--- src/core/lad_pkg.sv ---
package lad_pkg;

  // ----------------------------------------------------------------
  // Address map
  // ----------------------------------------------------------------
  localparam logic [31:0] VIDEO_BASE = 32'h000A_0000;
  localparam logic [31:0] MONO_BASE = 32'h000B_0000;
  localparam logic [31:0] MONO_END = 32'h000B_8000;
  localparam logic [31:0] EXP_BASE = 32'h000C_0000;
  localparam logic [31:0] SYS_BIOS_BASE = 32'h000F_0000;
  localparam logic [31:0] EXT_MEM_BASE = 32'h0010_0000;
  localparam logic [31:0] HOLE_BASE = 32'h00F0_0000;
  localparam logic [31:0] HOLE_END = 32'h0100_0000;
  localparam int SEG_SHIFT = 14;
  localparam int NUM_SEGS = 13;
  localparam logic [3:0] SYS_BIOS_SEG = 4'hC;

  // Mono adapter I/O ports
  localparam logic [15:0] IO_MONO_A = 16'h03B4;
  localparam logic [15:0] IO_MONO_B = 16'h03B5;
  localparam logic [15:0] IO_MONO_C = 16'h03B8;
  localparam logic [15:0] IO_MONO_D = 16'h03B9;
  localparam logic [15:0] IO_MONO_E = 16'h03BA;
  localparam logic [15:0] IO_MONO_F = 16'h03BF;

  // ----------------------------------------------------------------
  // Registers (byte offsets) and fields
  // ----------------------------------------------------------------
  localparam logic [4:0] OFS_SEG_READ = 5'h00;
  localparam logic [4:0] OFS_SEG_WRITE = 5'h04;
  localparam logic [4:0] OFS_LEGACY_CTRL = 5'h08;
  localparam logic [4:0] OFS_TOP_OF_MEM = 5'h0C;
  localparam logic [4:0] OFS_GFX_BASE = 5'h10;
  localparam logic [4:0] OFS_GFX_LIMIT = 5'h14;
  localparam logic [4:0] OFS_STATUS = 5'h18;
  localparam int CTL_VGA_TO_HUB = 0;
  localparam int CTL_MONO_ADAPTER_PRESENT_BIT = 1;
  localparam int CTL_MM_RAM_ENABLE = 2;
  localparam int CTL_FIXED_HOLE_CONTROL = 3;
  localparam int CTL_GFX_ENABLE = 4;
  localparam int CTL_WIDTH = 5;
  localparam logic [12:0] SEG_RESET = 13'h0000;
  localparam logic [4:0] CTL_RESET = 5'h10;
  localparam logic [31:0] TOM_RESET = 32'h0400_0000;
  localparam logic [31:0] GFX_BASE_RESET = 32'hE000_0000;
  localparam logic [31:0] GFX_LIMIT_RESET = 32'hE7FF_FFFF;

  // ----------------------------------------------------------------
  // Cycle and route carriers
  // ----------------------------------------------------------------
  typedef enum logic [1:0] {
    LAD_TGT_NONE = 2'b00,
    LAD_TGT_DRAM = 2'b01,
    LAD_TGT_GFX = 2'b10,
    LAD_TGT_HUB = 2'b11
  } lad_target_e;

  typedef struct packed {
    logic [31:0] addr;
    logic is_io;
    logic is_write;
    logic mm_mode;
    logic from_hub;
  } lad_cycle_s;

  typedef struct packed {
    logic valid;
    lad_target_e target;
    logic read_zero;
    logic drop_write;
    logic [31:0] addr;
    logic is_write;
  } lad_route_s;

endpackage

--- src/core/lad_decoder.sv ---
// Added by the designer: the register offsets and the Avalon-MM slave port.
`timescale 1ns/10ps
module lad_decoder (
  input wire logic clock, // System clock, 100 MHz
  input wire logic rst_n, // Asynchronous reset, active low
  input wire logic [4:0] avs_address, // Register byte address
  input wire logic avs_read, // Register read request
  input wire logic avs_write, // Register write request
  input wire logic [31:0] avs_writedata, // Register write data
  input wire logic [3:0] avs_byteenable, // Write byte lanes
  output logic [31:0] avs_readdata, // Register read data
  output logic avs_waitrequest, // Low for one cycle when answered
  input wire logic native_gfx_strap, // Native graphics strap pin
  input wire logic cyc_valid, // Incoming processor or hub cycle
  input wire lad_pkg::lad_cycle_s cyc_in, // Cycle attributes
  output lad_pkg::lad_route_s route_out // Routed cycle, one cycle later
);

  // ----------------------------------------------------------------
  // State
  // ----------------------------------------------------------------
  typedef struct packed {
    logic [12:0] seg_read;
    logic [12:0] seg_write;
    logic [lad_pkg::CTL_WIDTH-1:0] ctrl;
    logic [31:0] top_of_mem;
    logic [31:0] gfx_base;
    logic [31:0] gfx_limit;
    logic [2:0] strap_sync;
    logic strap;
    logic waitreq;
    logic [31:0] rdata;
    lad_pkg::lad_route_s route;
    logic [1:0] last_tgt;
    logic [15:0] invalid_cnt;
  } lad_state_s;

  lad_state_s st_reg;
  lad_state_s st_next;

  // ----------------------------------------------------------------
  // Functions
  // ----------------------------------------------------------------
  function automatic logic [31:0] lad_merge(input logic [31:0] old_val,
                                            input logic [31:0] new_val,
                                            input logic [3:0] be);
    logic [31:0] res;
    res = old_val;
    for (int i = 0; i < 4; i++) begin
      if (be[i]) begin
        res[i*8 +: 8] = new_val[i*8 +: 8];
      end
    end
    return res;
  endfunction

  // Segment 0..7 expansion, 8..11 extended BIOS, 12 system BIOS
  function automatic logic [3:0] lad_seg_index(input logic [31:0] addr);
    logic [3:0] idx;
    idx = 4'h0;
    if (addr >= lad_pkg::SYS_BIOS_BASE) begin
      idx = lad_pkg::SYS_BIOS_SEG;
    end else begin
      idx = 4'(addr[19:lad_pkg::SEG_SHIFT] - 6'h30);
    end
    return idx;
  endfunction

  function automatic logic lad_is_mono_port(input logic [31:0] addr);
    logic [15:0] p;
    p = addr[15:0];
    return (p == lad_pkg::IO_MONO_A) || (p == lad_pkg::IO_MONO_B) ||
           (p == lad_pkg::IO_MONO_C) || (p == lad_pkg::IO_MONO_D) ||
           (p == lad_pkg::IO_MONO_E) || (p == lad_pkg::IO_MONO_F);
  endfunction

  // ----------------------------------------------------------------
  // Cycle decode
  // ----------------------------------------------------------------
  lad_pkg::lad_target_e tgt;
  logic seg_en;
  logic video_to_gfx;
  logic mono_to_gfx;
  logic in_mono;
  logic gfx_en;

  always_comb begin
    seg_en = 1'b0;
    gfx_en = st_reg.ctrl[lad_pkg::CTL_GFX_ENABLE];
    video_to_gfx = st_reg.strap && !st_reg.ctrl[lad_pkg::CTL_VGA_TO_HUB];
    mono_to_gfx = video_to_gfx && !st_reg.ctrl[lad_pkg::CTL_MONO_ADAPTER_PRESENT_BIT];
    in_mono = (cyc_in.addr >= lad_pkg::MONO_BASE) && (cyc_in.addr < lad_pkg::MONO_END);
    tgt = lad_pkg::LAD_TGT_HUB;
    if (cyc_in.is_io) begin
      if (lad_is_mono_port(cyc_in.addr)) begin
        tgt = mono_to_gfx ? lad_pkg::LAD_TGT_GFX : lad_pkg::LAD_TGT_HUB;
      end
    end else if (cyc_in.addr < lad_pkg::VIDEO_BASE) begin
      tgt = lad_pkg::LAD_TGT_DRAM;
    end else if (cyc_in.addr < lad_pkg::EXP_BASE) begin
      // management RAM only for CPU in that mode
      if (st_reg.ctrl[lad_pkg::CTL_MM_RAM_ENABLE] && cyc_in.mm_mode && !cyc_in.from_hub) begin
        tgt = lad_pkg::LAD_TGT_DRAM;
      end else if (in_mono) begin
        tgt = mono_to_gfx ? lad_pkg::LAD_TGT_GFX : lad_pkg::LAD_TGT_HUB;
      end else begin
        tgt = video_to_gfx ? lad_pkg::LAD_TGT_GFX : lad_pkg::LAD_TGT_HUB;
      end
    end else if (cyc_in.addr < lad_pkg::EXT_MEM_BASE) begin
      if (cyc_in.is_write) begin
        seg_en = st_reg.seg_write[lad_seg_index(cyc_in.addr)];
      end else begin
        seg_en = st_reg.seg_read[lad_seg_index(cyc_in.addr)];
      end
      tgt = seg_en ? lad_pkg::LAD_TGT_DRAM : lad_pkg::LAD_TGT_HUB;
    end else if (cyc_in.addr < st_reg.top_of_mem) begin
      if (st_reg.ctrl[lad_pkg::CTL_FIXED_HOLE_CONTROL] &&
          cyc_in.addr >= lad_pkg::HOLE_BASE && cyc_in.addr < lad_pkg::HOLE_END) begin
        tgt = lad_pkg::LAD_TGT_HUB;
      end else begin
        tgt = lad_pkg::LAD_TGT_DRAM;
      end
    end else begin
      // full 4 GB, graphics window above memory
      if (gfx_en && cyc_in.addr >= st_reg.gfx_base && cyc_in.addr <= st_reg.gfx_limit) begin
        tgt = lad_pkg::LAD_TGT_GFX;
      end else begin
        tgt = lad_pkg::LAD_TGT_HUB;
      end
    end
    // disabled graphics unit makes the target invalid
    if (tgt == lad_pkg::LAD_TGT_GFX && !gfx_en) begin
      tgt = lad_pkg::LAD_TGT_NONE;
    end
  end

  // ----------------------------------------------------------------
  // Next state
  // ----------------------------------------------------------------
  logic req;

  always_comb begin
    st_next = st_reg;
    req = (avs_read || avs_write) && st_reg.waitreq;
    // Strap: three stages, change once stages two and three agree
    st_next.strap_sync = {st_reg.strap_sync[1:0], native_gfx_strap};
    if (st_reg.strap_sync[1] == st_reg.strap_sync[2]) begin
      st_next.strap = st_reg.strap_sync[2];
    end
    // one target per cycle, registered before issue
    st_next.route.valid = cyc_valid;
    st_next.route.target = cyc_valid ? tgt : lad_pkg::LAD_TGT_NONE;
    st_next.route.addr = cyc_in.addr;
    st_next.route.is_write = cyc_in.is_write;
    if (cyc_valid) begin
      st_next.last_tgt = tgt;
    end
    st_next.route.read_zero = cyc_valid && !cyc_in.is_write && tgt == lad_pkg::LAD_TGT_NONE;
    st_next.route.drop_write = cyc_valid && cyc_in.is_write && tgt == lad_pkg::LAD_TGT_NONE;
    if (cyc_valid && tgt == lad_pkg::LAD_TGT_NONE && st_reg.invalid_cnt != 16'hFFFF) begin
      st_next.invalid_cnt = st_reg.invalid_cnt + 16'h0001;
    end
    // Answer one cycle after the request; idle waitrequest stays high
    st_next.waitreq = !req;
    st_next.rdata = 32'h0000_0000;
    // Write lands on the edge that sees waitrequest low, as the master expects
    if (avs_write && !st_reg.waitreq) begin
      if (avs_address == lad_pkg::OFS_SEG_READ) begin
        st_next.seg_read = 13'(lad_merge({19'h0_0000, st_reg.seg_read},
                                         avs_writedata, avs_byteenable));
      end else if (avs_address == lad_pkg::OFS_SEG_WRITE) begin
        st_next.seg_write = 13'(lad_merge({19'h0_0000, st_reg.seg_write},
                                          avs_writedata, avs_byteenable));
      end else if (avs_address == lad_pkg::OFS_LEGACY_CTRL) begin
        st_next.ctrl = 5'(lad_merge({27'h000_0000, st_reg.ctrl},
                                    avs_writedata, avs_byteenable));
      end else if (avs_address == lad_pkg::OFS_TOP_OF_MEM) begin
        st_next.top_of_mem = lad_merge(st_reg.top_of_mem, avs_writedata, avs_byteenable);
      end else if (avs_address == lad_pkg::OFS_GFX_BASE) begin
        st_next.gfx_base = lad_merge(st_reg.gfx_base, avs_writedata, avs_byteenable);
      end else if (avs_address == lad_pkg::OFS_GFX_LIMIT) begin
        st_next.gfx_limit = lad_merge(st_reg.gfx_limit, avs_writedata, avs_byteenable);
      end
    end else if (req && avs_read) begin
      if (avs_address == lad_pkg::OFS_SEG_READ) begin
        st_next.rdata = {19'h0_0000, st_reg.seg_read};
      end else if (avs_address == lad_pkg::OFS_SEG_WRITE) begin
        st_next.rdata = {19'h0_0000, st_reg.seg_write};
      end else if (avs_address == lad_pkg::OFS_LEGACY_CTRL) begin
        st_next.rdata = {27'h000_0000, st_reg.ctrl};
      end else if (avs_address == lad_pkg::OFS_TOP_OF_MEM) begin
        st_next.rdata = st_reg.top_of_mem;
      end else if (avs_address == lad_pkg::OFS_GFX_BASE) begin
        st_next.rdata = st_reg.gfx_base;
      end else if (avs_address == lad_pkg::OFS_GFX_LIMIT) begin
        st_next.rdata = st_reg.gfx_limit;
      end else if (avs_address == lad_pkg::OFS_STATUS) begin
        st_next.rdata = {st_reg.invalid_cnt, 13'h0000, st_reg.last_tgt, st_reg.strap};
      end
    end
  end

  // ----------------------------------------------------------------
  // Registers
  // ----------------------------------------------------------------
  always_ff @(posedge clock or negedge rst_n) begin
    if (!rst_n) begin
      st_reg <= '{seg_read: lad_pkg::SEG_RESET, seg_write: lad_pkg::SEG_RESET,
                  ctrl: lad_pkg::CTL_RESET, top_of_mem: lad_pkg::TOM_RESET,
                  gfx_base: lad_pkg::GFX_BASE_RESET, gfx_limit: lad_pkg::GFX_LIMIT_RESET,
                  strap_sync: 3'h0, strap: 1'b0, waitreq: 1'b1, rdata: 32'h0000_0000,
                  route: '0, last_tgt: 2'b00, invalid_cnt: 16'h0000};
    end else begin
      st_reg <= st_next;
    end
  end

  assign avs_readdata = st_reg.rdata;
  assign avs_waitrequest = st_reg.waitreq;
  assign route_out = st_reg.route;
endmodule

--- config.mk ---
export PLATFORM = sky130hd
export DESIGN_NAME = lad_decoder
export DESIGN_NICKNAME = d
export VERILOG_FILES = /design/src/core/lad_pkg.sv /design/src/core/lad_decoder.sv
export SDC_FILE = /design/constraint.sdc
export NUM_CORES = 1
export LEC_CHECK = 0
export CORE_ASPECT_RATIO = 0.7
export CORE_MARGIN = 2
export CORE_UTILIZATION = 66
export DETAILED_ROUTE_END_ITERATION = 8
export DONT_BUFFER_PORTS = 1
export PLACE_DENSITY = 0.91
export SLEW_MARGIN = 20
export SYNTH_ARGS = -nofsm -noshare
export SYNTH_HDL_FRONTEND = slang
export SYNTH_SLANG_ARGS = --single-unit
--- constraint.sdc ---
create_clock -name clock -period 7.5 [get_ports clock]
set_clock_uncertainty 0.1 [all_clocks]
set_input_delay 0.75 -clock clock [delete_from_list [all_inputs] [get_ports clock]]
set_output_delay 0.75 -clock clock [all_outputs]
set_load 0.1 [all_outputs]
; ---- Word-level counts from Yosys, hierarchy flattened
; Index checks and enable logic that the tools add are counted.
; W data, S select, Z words.
[word_totals]
output_inout_bits = 71
reg_bits = 220
wordCells = 159
[classes]
order_cmp = 13
n_reduce_logical = 51
muxes = 44
n_eq_ne = 15
add_sub_neg = 2
bitwise = 5
[ops]
columns = cell, count
row1 = $mux W32, 9
row2 = $eq A16 B10 Y1 const B, 6
row3 = $lt A32 B20 Y1 const B, 3
row4 = $ge A32 B20 Y1 const B, 2
row5 = $mux W4, 11
row6 = $ge A32 B24 Y1 const B, 1
row7 = $ge A32 B32 Y1, 1
row8 = $le A32 B32 Y1, 1
row9 = $lt A32 B21 Y1 const B, 1
row10 = $lt A32 B25 Y1 const B, 1
row11 = $lt A32 B32 Y1, 1
row12 = $reduce_and A8 Y1, 4
row13 = $reduce_and A7 Y1, 4
row14 = $reduce_and A6 Y1, 4
row15 = $mux W2, 10
row16 = $logic_and A1 B1 Y1, 19
row17 = $add A16 B1 Y16 const B, 1
row18 = $ne A16 B16 Y1 const B, 1
row19 = $eq A5 B5 Y1 const B, 3
row20 = $mux W1, 12
row21 = $eq A5 B4 Y1 const B, 2
row22 = $lt A4 B5 Y1 const B, 2
row23 = $bmux W1 S4, 2
row24 = $reduce_and A4 Y1, 2
row25 = 11 further kinds, 27

; ---- Depth between registers and ports, before layout
[logic_depth]
ltp_word = 25
mapped_depth = 12
depth_no_buf = 11

; ---- Worst setup path after synthesis
; OpenSTA, ideal clock, no wires.
[synth_timing]
path_type = in2reg
start = input cyc_in[19] (netlist name)
end = register st_reg[14] (netlist name)
arrival_ns = 3.067
setup_slack_ns = 4.206
stages = 10
setup_ns = 0.128
t_required_ns = 7.272
path_cell_list = ha_1 > nand4_1 > or2_2 > a2111oi_0 > o41ai_1 > a31oi_1 > o311ai_2 > or2_2 > nor3_1 > mux2_1
[synth_via]
elab_chain_len = 25
elab_cells_between_ends = 65
[synth_rtl]
columns = item, line
row1 = "start, declared", lad_decoder.sv:15  ; input wire lad_pkg::lad_cycle_s cyc_in,
row2 = $ge A32 B20 Y1 / $sub A4 B1 Y4 (equally long branches), "lad_decoder.sv:61, lad_decoder.sv:64"
row3 = $mux W4, lad_decoder.sv:61  ; if (addr >= lad_pkg::SYS_BIOS_BASE) begin
row4 = $mux W4, lad_decoder.sv:110  ; if (cyc_in.is_write) begin
row5 = $mux W4, lad_decoder.sv:109  ; end else if (cyc_in.addr < lad_pkg::EXT_MEM_BASE) begin
row6 = $mux W4, lad_decoder.sv:100  ; end else if (cyc_in.addr < lad_pkg::EXP_BASE) begin
row7 = $mux W4, lad_decoder.sv:98  ; end else if (cyc_in.addr < lad_pkg::VIDEO_BASE) begin
row8 = $mux W4, lad_decoder.sv:94  ; if (cyc_in.is_io) begin
row9 = "$bmux W1 S4, on equally long branches", "lad_decoder.sv:113, lad_decoder.sv:111"
row10 = [... 8 more ...], -
row11 = $mux W2, lad_decoder.sv:100
row12 = $mux W2, lad_decoder.sv:98
row13 = $mux W2 *, lad_decoder.sv:94
row14 = $eq A2 B2 Y1, lad_decoder.sv:132  ; if (tgt == lad_pkg::LAD_TGT_GFX && !gfx_en) begin
row15 = $logic_and A1 B1 Y1, lad_decoder.sv:132
row16 = $mux W2 *, lad_decoder.sv:132
row17 = $logic_not A2 Y1 *, lad_decoder.sv:160  ; if (cyc_valid && tgt == lad_pkg::LAD_TGT_NONE && st_reg.invalid_cnt != 16'hFFFF) begin
row18 = $logic_and A1 B1 Y1 * (2 in a row), lad_decoder.sv:160
row19 = "end signal, assigned", lad_decoder.sv:208  ; st_reg <= '{seg_read: lad_pkg::SEG_RESET, seg_write: lad_pkg::SEG_RESET,
row20 = "end signal, assigned", lad_decoder.sv:214  ; st_reg <= st_next;
row21 = "end, declared", lad_decoder.sv:38  ; lad_state_s st_reg;
; Mark *: on every way between the ends. The rest lies on a longest branch, timed or not. The select of a mux whose other input is x is not followed.
; A chain may end at the register's enable or synchronous reset.

; ---- Final worst setup path
[layout_timing]
start = register st_reg[158] (netlist name)
end = register st_reg[1] (netlist name)
[layout_via]
elab_chain_len = 12
[layout_rtl]
columns = item, line
row1 = $lt A32 B32 Y1 *, lad_decoder.sv:116  ; end else if (cyc_in.addr < st_reg.top_of_mem) begin
row2 = $mux W2 *, lad_decoder.sv:116
row3 = $mux W2 *, lad_decoder.sv:109
row4 = $mux W2 *, lad_decoder.sv:100
row5 = $mux W2 *, lad_decoder.sv:98
row6 = $mux W2 *, lad_decoder.sv:94
row7 = $eq A2 B2 Y1, lad_decoder.sv:132
row8 = $logic_and A1 B1 Y1, lad_decoder.sv:132
row9 = $mux W2 *, lad_decoder.sv:132
row10 = $logic_not A2 Y1 *, lad_decoder.sv:160
row11 = $logic_and A1 B1 Y1 * (2 in a row), lad_decoder.sv:160
; Mark *: on every way between the ends. The rest lies on a longest branch, timed or not.

==> Flow_metrics.wiki <==
{| class="wikitable"
! Metric !! Value
|-
| Result of the run || completed
|-
| Crit-path max cell delay || 990 ps
|-
| Min-Delay Path Class || input port to async pin
|-
| Final weighted congestion of routability-driven global placement || 0.939
|-
| Io pins || 154
|-
| Number of H-tree levels || 1
|-
| Core footprint || 18000 um^2
|-
| Number of global-route vias before repair || 8861
|-
| Number of buffers created by CTS || 21
|-
| Sum of negative setup slack || 0 ps
|-
| Post-layout min period || 3920 ps
|-
| Pwr/cell area || 220 nW/um^2
|-
| CP most frequent cell || sky130_fd_sc_hd__a2111oi_0
|-
| Crit path kind || flip-flop to flip-flop
|-
| Path length in cells of the critical path || 9
|-
| Clk_lat worst skew || 500 ps
|-
| Arrival time of data at the critical path endpoint || 4200 ps
|-
| Worst setup path startpoint || st_reg[158]
|-
| RSZ-0062 raised after global routing || false
|-
| Number of synthesized register bits || 220
|-
| Number of iterations in the first detailed-routing pass || 6
|-
| Std cell rows || 41
|-
| Number of antenna violations at the first check in global routing || 1
|-
| Post-synthesis cell type count || 69
|-
| Post-CTS Setup Inserts || 0
|-
| Netlist Area Pre-Place || 12100 um^2
|-
| Synth top cells by count || sky130_fd_sc_hd__dfrtp_1, sky130_fd_sc_hd__mux2_2, sky130_fd_sc_hd__inv_1, sky130_fd_sc_hd__ha_1, sky130_fd_sc_hd__buf_4
|-
| Finish-stage setup viols || 0
|-
| Final std cell area, no fill || 12500 um^2
|-
| Pre-CTS WS || 3450 ps
|-
| Maximum fanout along the worst path || 15
|-
| Tightest Pin Transition || 1170 ps
|-
| Antenna cell count || 0
|-
| Reg-to-reg endpoint || st_reg[1]
|-
| Top achievable clock speed || 255 MHz
|-
| Area grow syn2layout || 3.39%
|-
| Share of the synthesized area in compound gates (AO/OA/AOI/OAI) || 11.8%
|-
| Number of synthesized flops with an enable pin || 0
|-
| Die Outline Area || 19400 um^2
|-
| Worst IR drop on VDD || 177 uV
|-
| Critical Path Sink || st_reg[1]
|-
| Syn Area/Cell || 10.9 um^2
|-
| Post-Route Hold Slack || 100 ps
|-
| XOR/XNOR share of the synthesized area || 1.09%
|-
| R2r startpoint || st_reg[158]
|-
| ANT nets after route || 0
|-
| Maximum clock path buffer count || 3
|-
| Synthesized netlist net count || 1288
|-
| TritonCTS Sinks || 220
|-
| Residual DRC || 0
|-
| Buffer cell driving the clock tree root || sky130_fd_sc_hd__clkbuf_16
|-
| Fraction of synthesized cell area taken by the top area cell type || 38.1%
|-
| Critical Path RT || 7780 ps
|-
| Sequential share of the synthesized area || 45.9%
|-
| Max Cap Violations || 0
|-
| Async set-reset flop share out of synthesis || 100%
|-
| Aggregate global-route resource usage || 34.2%
|-
| Kind of start point of the critical path || flip-flop
|-
| Multiplexer area fraction after synthesis || 12.5%
|-
| Final Worst Setup Slack || 3580 ps
|-
| Critical path capture point type || flip-flop
|-
| Die span in y || 117 um
|-
| Share of synthesized cell area in and, or, nand and nor gates || 10.2%
|-
| Cell count of the worst reg-to-reg path || 9
|-
| CTS tree || done
|-
| Grt total ovfl || 0
|-
| Largest cells by area after synthesis || sky130_fd_sc_hd__dfrtp_1, sky130_fd_sc_hd__mux2_2, sky130_fd_sc_hd__ha_1
|-
| Combinational family with the most area after synthesis || multiplexers
|-
| DR vias || 8918
|-
| Layout cell share with drive strength beyond 1 || 19.6%
|-
| Syn. warnings || 0
|-
| Iteration-0 DRC count of the detailed router || 1101
|-
| Worst-path cell with the longest stage delay || sky130_fd_sc_hd__a2111oi_0
|-
| Adder-cell share of the synthesized area || 10.0%
|-
| Final Hold Violating Endpoints || 0
|-
| Final critical-path share of the clock period || 52.3%
|-
| Final wirelength || 33300 um
|-
| Tightest slew margin relative to the limit || 19.9%
|-
| Ordered list of cells on the worst path || inv_1 > ha_1 > a2111oi_0 > a2111oi_0 > o41ai_1 > a31oi_1 > o311a_4 > a211oi_4 > mux2_2
|-
| Clock slew at reported path FFs || 60 ps
|-
| Number of buffers inserted by port buffering || 0
|-
| Via/cell ratio || 6.88
|-
| Largest net degree at the start of global routing || 191
|-
| Number of non-filler instances in the completed layout || 1296
|-
| Buffers plus inverters on the worst setup path || 1
|-
| # placed instances || 1253
|-
| Top cell family by delay on the critical path || compound AO/OA/AOI/OAI gates
|-
| Largest register FFs || 146
|-
| Leakage power summed over all cells || 5.58 nW
|-
| Net count reported at finish || 1226
|-
| Dpl hpwl || 23600 um
|-
| Leading register cell type out of synthesis || sky130_fd_sc_hd__dfrtp_1
|-
| Gate count of the mapped netlist || 1109
|-
| Wire length of the first global-routing pass || 50700 um
|-
| Post-detailed-placement cell area || 11800 um^2
|-
| Worst R2R Setup Slack || 3580 ps
|-
| Number of pins with negative max-slew slack in the final report || 0
|-
| Most frequent cell after synthesis || sky130_fd_sc_hd__dfrtp_1
|-
| Most area-hungry cell type in the Yosys netlist || sky130_fd_sc_hd__dfrtp_1
|-
| DIE WIDTH || 166 um
|-
| Average wire per standard cell || 25.7 um
|-
| Starting utilization of the core area || 67.3%
|}
## per-layer routing
metal / global-route usage [%] / part of all wire [%] / vias to the layer above
li1: - / - / 3815
met1: 48.0 / 42 / 4437
met2: 49.4 / 41 / 599
met3: 13.9 / 15 / 67
met4: 9.51 / 2.3 / 0
met5: 0 / 0 / -
## kinds of logic after synthesis
logic type | count (synthesis)
AND/OR/NAND/NOR | 231
adder cells (fa/ha/maj) | 97
multiplexers | 136
XOR/XNOR | 15
buffers and inverters | 199
AO/OA/AOI/OAI | 211
flip-flops | 220
## through the flow
step                total power, mW  utilization [%]
floorplan                      1.67                -
global placement               1.72             65.7
detailed placement             1.74             65.7
CTS                            2.74             69.6
global route                   2.84             69.6
finish                         2.74             69.6
## where the power goes
| part | internal [mW] | switching, mW |
|---|---|---|
| Clock | 0.538 | 0.435 |
| Combinational | 0.144 | 0.187 |
| Sequential | 1.27 | 0.165 |
| Total | 1.96 | 0.787 |
## worst min path at each step
stage          slack (ps)       endpoint  cells after the start         from
2_1_floorplan         230    st_next[92]                      0  st_next[91]
3_3_place_gp          230    st_next[92]                      0  st_next[91]
3_5_place_dp          250    st_next[92]                      0  st_next[91]
4_1_cts               170   route_out[6]                      0    cyc_in[9]
5_1_grt               160  route_out[26]                      0   cyc_in[29]
6_report              100    st_reg[134]                      1        rst_n
## layout by cell type (no fill, tap or decap), types with 4 or more instances in the layout
cell                            synthesis  layout
sky130_fd_sc_hd__nor2_1                41      41
sky130_fd_sc_hd__dfrtp_1              184     184
sky130_fd_sc_hd__nor3b_1                7       6
sky130_fd_sc_hd__a21oi_1               62      62
sky130_fd_sc_hd__buf_4                 70       7
sky130_fd_sc_hd__o22ai_1               15      15
sky130_fd_sc_hd__nand2_1               53      53
sky130_fd_sc_hd__nand2b_1               6       6
sky130_fd_sc_hd__mux2_2               121     121
sky130_fd_sc_hd__nor4_1                 5       4
sky130_fd_sc_hd__and4_1                 6       6
sky130_fd_sc_hd__dlygate4sd3_1          0       6
sky130_fd_sc_hd__nor3_1                33      33
sky130_fd_sc_hd__dfstp_2               36      36
sky130_fd_sc_hd__clkbuf_1              24       9
sky130_fd_sc_hd__and3_1                 9       8
sky130_fd_sc_hd__a221oi_1              18      18
sky130_fd_sc_hd__mux2i_1               14      14
sky130_fd_sc_hd__o21ai_0               39      39
sky130_fd_sc_hd__nand3_1               23      23
sky130_fd_sc_hd__and2_1                 4       4
sky130_fd_sc_hd__clkinv_2               0       4
sky130_fd_sc_hd__nand4_1               25      25
sky130_fd_sc_hd__a21o_1                21      21
sky130_fd_sc_hd__xnor2_1               13      13
sky130_fd_sc_hd__inv_1                100     100
sky130_fd_sc_hd__o211ai_1               4       4
sky130_fd_sc_hd__clkbuf_16              0      21
sky130_fd_sc_hd__ha_1                  96      96
sky130_fd_sc_hd__a222oi_1               5       5
sky130_fd_sc_hd__a221o_1                4       4
sky130_fd_sc_hd__a211oi_1               9       9
## repair_timing
| item | CTS | global route |
|---|---|---|
| endpoints found under the hold margin | 190 | 0 |
| hold buffers | 7 | 0 |
| resized for setup | 0 | 0 |
| setup endpoints to repair | 0 | 0 |
## worst reg2reg max path, stage by stage, from the launching register on
cell and delay (ps):
sky130_fd_sc_hd__dfrtp_1 380, sky130_fd_sc_hd__inv_1 60, sky130_fd_sc_hd__ha_1 260, sky130_fd_sc_hd__a2111oi_0 990, sky130_fd_sc_hd__a2111oi_0 190, sky130_fd_sc_hd__o41ai_1 460
sky130_fd_sc_hd__a31oi_1 180, sky130_fd_sc_hd__o311a_4 180, sky130_fd_sc_hd__a211oi_4 610, sky130_fd_sc_hd__mux2_2 420
## final cells by class
cell class	count	area, um^2
flip-flops and latches	220	5550
multi-input cells	690	5530
fillers	1233	5460
clock buffers	32	587
inverters	100	375
well taps	236	295
repair buffers	14	140
clock inverters	4	20.0
Power figures use the tool's default switching activity.
